===== config.mk =====
export PLATFORM = sky130hd
export DESIGN_NAME = pll_status_readback
export DESIGN_NICKNAME = d
export VERILOG_FILES = /design/src/pll_sync2.v /design/src/pll_status_readback.v
export VERILOG_INCLUDE_DIRS = /design/src
export SDC_FILE = /design/constraint.sdc
export NUM_CORES = 1
export LEC_CHECK = 0
export ABC_CLOCK_PERIOD_IN_PS = 900
export BUFFER_PORTS_ARGS = -buffer_cell sky130_fd_sc_hd__buf_2
export CAP_MARGIN = 5
export CORE_MARGIN = 3
export CORE_UTILIZATION = 45
export CTS_CLUSTER_DIAMETER = 50
export DETAILED_ROUTE_END_ITERATION = 7
export HOLD_SLACK_MARGIN = 0.02
export PLACE_DENSITY = 0.76
export SETUP_SLACK_MARGIN = 0.4
export SYNTH_ARGS = -nofsm -noshare
export SYNTH_HDL_FRONTEND = slang
export SYNTH_SLANG_ARGS = --single-unit
export TNS_END_PERCENT = 1

===== constraint.sdc =====
create_clock -name clk_i -period 0.9 [get_ports clk_i]
set_clock_uncertainty 0.1 [all_clocks]
set_input_delay 0.045 -clock clk_i [delete_from_list [all_inputs] [get_ports clk_i]]
set_output_delay 0.045 -clock clk_i [all_outputs]
set_load 0.1 [all_outputs]

===== src/pll_consts.vh =====
`ifndef PLL_CONSTS_VH
`define PLL_CONSTS_VH
`define PLL_ADDR_W 10
`define PLL_STATUS_ADDR 10'h01F
`define PLL_STATUS_RST 8'h00
`define PLL_BIT_LOCK 0
`define PLL_BIT_PRI_THR 1
`define PLL_BIT_SEC_THR 2
`define PLL_BIT_VCO_THR 3
`define PLL_BIT_SEC_SEL 4
`define PLL_BIT_HOLD 5
`define PLL_BIT_CAL_DONE 6
`define PLL_NUM_STAT 7
`endif


===== src/pll_sync2.v =====
`timescale 1ns/10ps
module pll_sync2 (
  // clock and reset
  input wire clk_i,
  input wire nrst_i,
  // level in and out
  input wire [6:0] d_i,
  output wire [6:0] q_o
);
  reg [6:0] meta_r;
  reg [6:0] sync_r;
  always @(posedge clk_i) begin
    if (!nrst_i) begin
      meta_r <= 7'h00;
      sync_r <= 7'h00;
    end else begin
      meta_r <= d_i;
      sync_r <= meta_r;
    end
  end
  assign q_o = sync_r;
endmodule // pll_sync2


===== src/pll_status_readback.v =====
// Notes on behaviour
// - Bit 5 reads 1 only while the device is actually in holdover, not merely when holdover is enabled.
// - Bit 4 reads 1 when the secondary reference feeds the PLL and 0 for primary or differential reference.
// - Bit 3 reads 1 when the VCO frequency is above the monitor threshold, else 0.
// - Bit 2 reads 1 when the secondary reference frequency exceeds the threshold chosen by 0x01A bit 6.
// - Bit 1 reads 1 when the primary reference frequency exceeds the threshold chosen by 0x01A bit 6.
// - Bit 0 shows the digital lock detector, 1 while locked.
// - The status register at pll_status_readback is read only and writes change none of its indications.
// - Bit 6 reads 1 once VCO calibration has finished and 0 before.
`timescale 1ns/10ps
`include "pll_consts.vh"
module pll_status_readback (
  // clock and reset
  input wire clk_i,
  input wire nrst_i,
  // register access
  input wire [`PLL_ADDR_W-1:0] addr_i,
  input wire rd_i,
  input wire wr_i,
  input wire [7:0] wdata_i,
  output reg [7:0] rdata_o,
  output wire hit_o,
  // monitor levels
  input wire holdover_active_i,
  input wire secondary_reference_input_sel_i,
  input wire vco_above_thr_i,
  input wire secondary_reference_input_above_thr_i,
  input wire primary_reference_input_above_thr_i,
  input wire lock_detect_i,
  input wire vco_cal_done_i
);
  localparam [7:0] STATUS_RST = `PLL_STATUS_RST;

  // monitor levels before and after the synchroniser
  wire [`PLL_NUM_STAT-1:0] raw_w;
  wire [`PLL_NUM_STAT-1:0] sync_w;
  // one flop per indication, fed only by the synchroniser
  reg lock_r;
  reg lock_nxt;
  reg pri_thr_r;
  reg pri_thr_nxt;
  reg sec_thr_r;
  reg sec_thr_nxt;
  reg vco_thr_r;
  reg vco_thr_nxt;
  reg sec_sel_r;
  reg sec_sel_nxt;
  reg hold_r;
  reg hold_nxt;
  reg cal_done_r;
  reg cal_done_nxt;
  // register image and read path
  wire [7:0] status_w;
  wire status_hit_w;
  wire [2:0] access_w;
  reg [7:0] rdata_nxt;

  function is_status;
    input [`PLL_ADDR_W-1:0] a;
    begin
      is_status = (a == `PLL_STATUS_ADDR);
    end
  endfunction

  // bit 7 has nothing behind it and reads zero
  function [7:0] pack_status;
    input cal_done;
    input hold;
    input sec_sel;
    input vco_thr;
    input sec_thr;
    input pri_thr;
    input lock;
    begin
      pack_status = 8'h00;
      pack_status[`PLL_BIT_CAL_DONE] = cal_done;
      pack_status[`PLL_BIT_HOLD] = hold;
      pack_status[`PLL_BIT_SEC_SEL] = sec_sel;
      pack_status[`PLL_BIT_VCO_THR] = vco_thr;
      pack_status[`PLL_BIT_SEC_THR] = sec_thr;
      pack_status[`PLL_BIT_PRI_THR] = pri_thr;
      pack_status[`PLL_BIT_LOCK] = lock;
    end
  endfunction

  assign raw_w[`PLL_BIT_LOCK] = lock_detect_i;
  assign raw_w[`PLL_BIT_PRI_THR] = primary_reference_input_above_thr_i;
  assign raw_w[`PLL_BIT_SEC_THR] = secondary_reference_input_above_thr_i;
  assign raw_w[`PLL_BIT_VCO_THR] = vco_above_thr_i;
  assign raw_w[`PLL_BIT_SEC_SEL] = secondary_reference_input_sel_i;
  assign raw_w[`PLL_BIT_HOLD] = holdover_active_i;
  assign raw_w[`PLL_BIT_CAL_DONE] = vco_cal_done_i;

  pll_sync2 u_sync (
    .clk_i(clk_i),
    .nrst_i(nrst_i),
    .d_i(raw_w),
    .q_o(sync_w)
  );

  // indications follow the monitors only; no access path reaches them
  always @* begin
    lock_nxt = sync_w[`PLL_BIT_LOCK];
    pri_thr_nxt = sync_w[`PLL_BIT_PRI_THR];
    sec_thr_nxt = sync_w[`PLL_BIT_SEC_THR];
    vco_thr_nxt = sync_w[`PLL_BIT_VCO_THR];
    sec_sel_nxt = sync_w[`PLL_BIT_SEC_SEL];
    hold_nxt = sync_w[`PLL_BIT_HOLD];
    cal_done_nxt = sync_w[`PLL_BIT_CAL_DONE];
  end

  // sampled every cycle regardless of access
  always @(posedge clk_i) begin
    if (!nrst_i) begin
      lock_r <= STATUS_RST[`PLL_BIT_LOCK];
    end else begin
      lock_r <= lock_nxt;
    end
  end

  always @(posedge clk_i) begin
    if (!nrst_i) begin
      pri_thr_r <= STATUS_RST[`PLL_BIT_PRI_THR];
    end else begin
      pri_thr_r <= pri_thr_nxt;
    end
  end

  always @(posedge clk_i) begin
    if (!nrst_i) begin
      sec_thr_r <= STATUS_RST[`PLL_BIT_SEC_THR];
    end else begin
      sec_thr_r <= sec_thr_nxt;
    end
  end

  always @(posedge clk_i) begin
    if (!nrst_i) begin
      vco_thr_r <= STATUS_RST[`PLL_BIT_VCO_THR];
    end else begin
      vco_thr_r <= vco_thr_nxt;
    end
  end

  always @(posedge clk_i) begin
    if (!nrst_i) begin
      sec_sel_r <= STATUS_RST[`PLL_BIT_SEC_SEL];
    end else begin
      sec_sel_r <= sec_sel_nxt;
    end
  end

  always @(posedge clk_i) begin
    if (!nrst_i) begin
      hold_r <= STATUS_RST[`PLL_BIT_HOLD];
    end else begin
      hold_r <= hold_nxt;
    end
  end

  always @(posedge clk_i) begin
    if (!nrst_i) begin
      cal_done_r <= STATUS_RST[`PLL_BIT_CAL_DONE];
    end else begin
      cal_done_r <= cal_done_nxt;
    end
  end

  assign status_w = pack_status(
    cal_done_r,
    hold_r,
    sec_sel_r,
    vco_thr_r,
    sec_thr_r,
    pri_thr_r,
    lock_r
  );

  assign status_hit_w = is_status(addr_i);
  assign hit_o = status_hit_w;
  assign access_w = {rd_i, wr_i, status_hit_w};

  // read data held between reads; writes never load anything
  always @* begin
    rdata_nxt = rdata_o;
    case (access_w)
      3'h0: begin
        rdata_nxt = rdata_o;
      end
      3'h1: begin
        rdata_nxt = rdata_o;
      end
      3'h2: begin
        rdata_nxt = rdata_o;
      end
      3'h3: begin
        rdata_nxt = rdata_o;
      end
      3'h4: begin
        rdata_nxt = 8'h00;
      end
      3'h5: begin
        rdata_nxt = status_w;
      end
      3'h6: begin
        rdata_nxt = 8'h00;
      end
      3'h7: begin
        rdata_nxt = status_w;
      end
      default: begin
        rdata_nxt = rdata_o;
      end
    endcase
  end

  always @(posedge clk_i) begin
    if (!nrst_i) begin
      rdata_o <= 8'h00;
    end else begin
      rdata_o <= rdata_nxt;
    end
  end
endmodule // pll_status_readback


==> summary.md <==
| Metric | Value |
|---|---|
| Placed standard-cell area | `1200 sq um` |
| Signed area change from the synthesized netlist to the final layout | `44.5%` |
| Max Buffers Root-to-Sink | `2` |
| Fraction of layout instances using a drive strength above 1 | `0.473` |
| Leakage | `0.524 nW` |
| Worst path bufs/invs | `2` |
| Critical Path Sink Type | `output pin` |
| Final WS setup | `-0.127 ns` |
| PD cells | `approximately 1500 nW/um^2` |
| Library cell used as clock root buffer | `sky130_fd_sc_hd__clkbuf_4` |
| Synth area leaders | `sky130_fd_sc_hd__dfxtp_1 62%, sky130_fd_sc_hd__and2_1 15%, sky130_fd_sc_hd__nand3b_1 5.8%` |
| Hold path cells | `2` |
| Int Pwr | `approximately 1.5 mW` |
| Overall routing resource usage | `0.138` |
| GRT overflow | `0` |
| Buffers on Ports | `27` |
| Horizontal extent of the die | `50.8 microns` |
| Worst path slowest cell | `sky130_fd_sc_hd__or3_4` |
| Routed Antenna Nets | `0` |
| Share of power burned in the clock network | `0.242` |
| Num Clock Sinks | `28` |
| Endpoint of the worst register-to-register path | `rdata_o[2]$_SDFFE_PN0N_` |
| Number of antenna repair diodes | `0` |
| Initial antenna violation count | `0` |
| First-pass GRT wire length | `between 2000 and 3000 microns` |
| Logic gate share of total power | `0.085` |
| Via-to-Cell Ratio | `~4.8` |
| Routed Wire Length | `between 1500 and 2000 microns` |
| Post-layout total power | `around 1.9 mW` |
| Accumulated negative setup slack | `-0.804 ns` |
| Worst-path cell chain | `buf_6, nand4_1, or3_4, nor2_4, buf_12` |
| Max Clk Rate | `approximately 1 GHz` |
| Cell type contributing the most total cell area after synthesis | `sky130_fd_sc_hd__dfxtp_1` |
| Portion of synthesized cell area occupied by the leading cell type | `0.620` |
| Effective utilization at floorplan | `0.501` |
| Number of instances in the synthesized netlist | `83` |
| Number of rows created at floorplan | `15` |
| Nets | `between 100 and 150` |
| Hold path startpoint | `primary_reference_input_above_thr_i` |
| Post-synth net total | `112` |
| Count of flip-flops with a built-in enable after synthesis | `0` |
| Largest fanout of any net on the critical path | `2` |
| Drt first pass iters | `4` |
| Clock transition at the registers of the reported paths | `0.13 ns` |
| Reg2reg path depth | `2` |
| VDD IR-drop max | `approximately 1.1 mV` |
| Dominant delay contributor by cell family on the critical path | `simple AND/OR/NAND/NOR gates` |
| Sw frac | `0.203` |
| Largest net degree at the start of global routing | `17` |
| Cell types with the highest counts after synthesis | `28 x sky130_fd_sc_hd__dfxtp_1, 21 x sky130_fd_sc_hd__and2_1, 8 x sky130_fd_sc_hd__nand4_1` |
| Final number of max-transition violations | `0` |
| Last weighted congestion value of the routability-driven placer | `0.676` |
| Insertion delay of the later-clocked pin in the worst-skew pair | `approximately 0.30 ns` |
| Reg power frac | `0.673` |
| Worst stage delay on the critical path | `about 0.40 ns` |
| Number of buffers created by CTS | `3` |
| Violated checks | `negative hold slack, negative setup slack` |
| Async set-or-reset flop fraction in the synthesized netlist | `0` |
| Endpoint required time on the critical path | `~0.75 ns` |
| # DRC | `0` |
| Detailed Route Iter0 Violations | `6` |
| Max_cap viols | `0` |
| Post-Synthesis Mean Instance Area | `approximately 11 sq um` |
| Path class of the lowest-slack min-delay path | `input port to flip-flop` |
| Share of the yosys chip area belonging to registers | `0.620` |
| Fin Hold WS | `-0.166 ns` |
| CTS H-tree depth | `1` |
| DIE HEIGHT | `between 50 and 60 microns` |
| Crit path DAT | `between 0.8 and 0.9 ns` |
| Capture endpoint of the worst hold path | `u_sync.meta_r[1]$_SDFF_PN0_` |
| TritonCTS clock tree | `yes` |
| # placed instances | `about 130` |
| Die ar. | `about 2600 sq um` |
| I/O pin count | `38` |
| Ratio of final minimum period to clock period | `1.14` |
| Switching power of the nets | `between 300 and 400 uW` |
| Core occupancy in the finished layout | `0.724` |
| Drt wl/cell | `roughly 12 microns` |
| Post-Synthesis Cell Area | `between 900 and 1000 sq um` |
| Count of final setup violators | `8` |
| Startpoint of the worst-slack reg-to-reg timing path | `rdata_o[2]$_SDFFE_PN0N_` |
| Clock period minus final worst setup slack | `1.03 ns` |
| Detailed-placement wirelength estimate | `1130 microns` |
| WS Path Type | `input port to output pin` |
| Primary flip-flop cell chosen by synthesis mapping | `sky130_fd_sc_hd__dfxtp_1` |
| Number of global-route vias before repair | `between 600 and 700` |
| Layout Cells excl Fill | `137` |
| Count of synthesis-stage warnings from yosys | `0` |
| Unrepaired setup endpoints after global routing | `yes` |
| Post-route cell area | `around 1300 sq um` |
| Library cell with the highest instance count after synthesis | `sky130_fd_sc_hd__dfxtp_1` |
| Number of endpoints with negative hold slack in the final report | `14` |
| Number of library cell types mapped by synthesis | `13` |
| Outcome | `finished with violations` |
| Number of register bits inferred by synthesis | `28` |
| CORE AREA | `approximately 1800 sq um` |
| Register-to-register setup slack | `0.17 ns` |
| Critical path launch point type | `input port` |
| Vias after detailed routing | `655` |
==> worst max-delay path by stage <==
stage,from,end,cells after the start
final,addr_i[2],hit_o,5
after global routing,rdata_o[1]$_SDFFE_PN0N_,rdata_o[1],1
after CTS,addr_i[2],hit_o,5
after detailed placement,addr_i[1],hit_o,5
after global placement,addr_i[9],hit_o,4
after floorplan,addr_i[1],hit_o,4
==> kinds of logic (layout without fill, tap and decap cells) <==
kind of cell	after synthesis	count (layout)	synth area share
DFF	28	28	0.621
buffers and inverters	8	37	0.0402
and+or+nand+nor	39	39	0.296
other	1	1	0.00415
AOI/OAI and AO/OA	7	7	0.0388
==> area by class of cell <==
| type | instances | area (sq um) |
|---|---|---|
| repair buffers | 33 | 347 |
| well taps | 25 | 31.3 |
| multi-input cells | 47 | 327 |
| fillers | 141 | 497 |
| inverters | 1 | 3.75 |
| clock buffers | 3 | 22.5 |
| flip-flops and latches | 28 | 574 |
==> sequential cells by signal, indices dropped and copies added, names as in the netlist <==
| signal | count |
|---|---|
| cal_done_r | 1 |
| u_sync.q_o | 7 |
| sec_sel_r | 1 |
| hold_r | 1 |
| pri_thr_r | 1 |
| vco_thr_r | 1 |
| rdata_o | 7 |
| sec_thr_r | 1 |
| lock_r | 1 |
| u_sync.meta_r | 7 |
==> power by group through the flow <==
| stage | registers, mW | logic (mW) | clock network [mW] |
|---|---|---|---|
| 2_1_floorplan | 1.31 | 0.0813 | 0 |
| 3_3_place_gp | 1.31 | 0.129 | 0 |
| 3_5_place_dp | 1.31 | 0.137 | 0 |
| 5_1_grt | 1.29 | 0.178 | 0.548 |
| 4_1_cts | 1.28 | 0.158 | 0.481 |
| 6_report | 1.29 | 0.163 | 0.462 |
==> metrics by stage <==
stage | setup slack (ns) | hold WS, ns
final | -0.127 | -0.166
after floorplan | -0.322 | 0.0667
after CTS | -0.128 | -0.177
after global routing | -0.155 | -0.193
after detailed placement | -0.260 | 0.154
after global placement | -0.242 | 0.146
==> repair_timing <==
item / CTS / global route
setup buffers: 2 / 0
gates resized for setup: 11 / 6
setup endpoints to repair: 29 / 31
hold endpoints to repair: 14 / 14
pin swaps: 31 / 11
==> metal layers <==
layer | track usage | wire length (microns)
met5 | 0 | 0
met4 | 0.0897 | 10
met3 | 0.0297 | 81
met2 | 0.241 | 903
met1 | 0.148 | 602
==> cell usage in the layout, fill, tap and decap left out, drive strengths merged <==
cell type	synthesis	final
nor4b	1	1
nor2	1	1
inv	1	1
dfxtp	28	28
buf	3	33
clkbuf	4	3
nand4	8	8
nand3b	7	7
or3	1	1
o21ai	7	7
conb	1	1
and2	21	21
(Power assumes the default switching activity.)
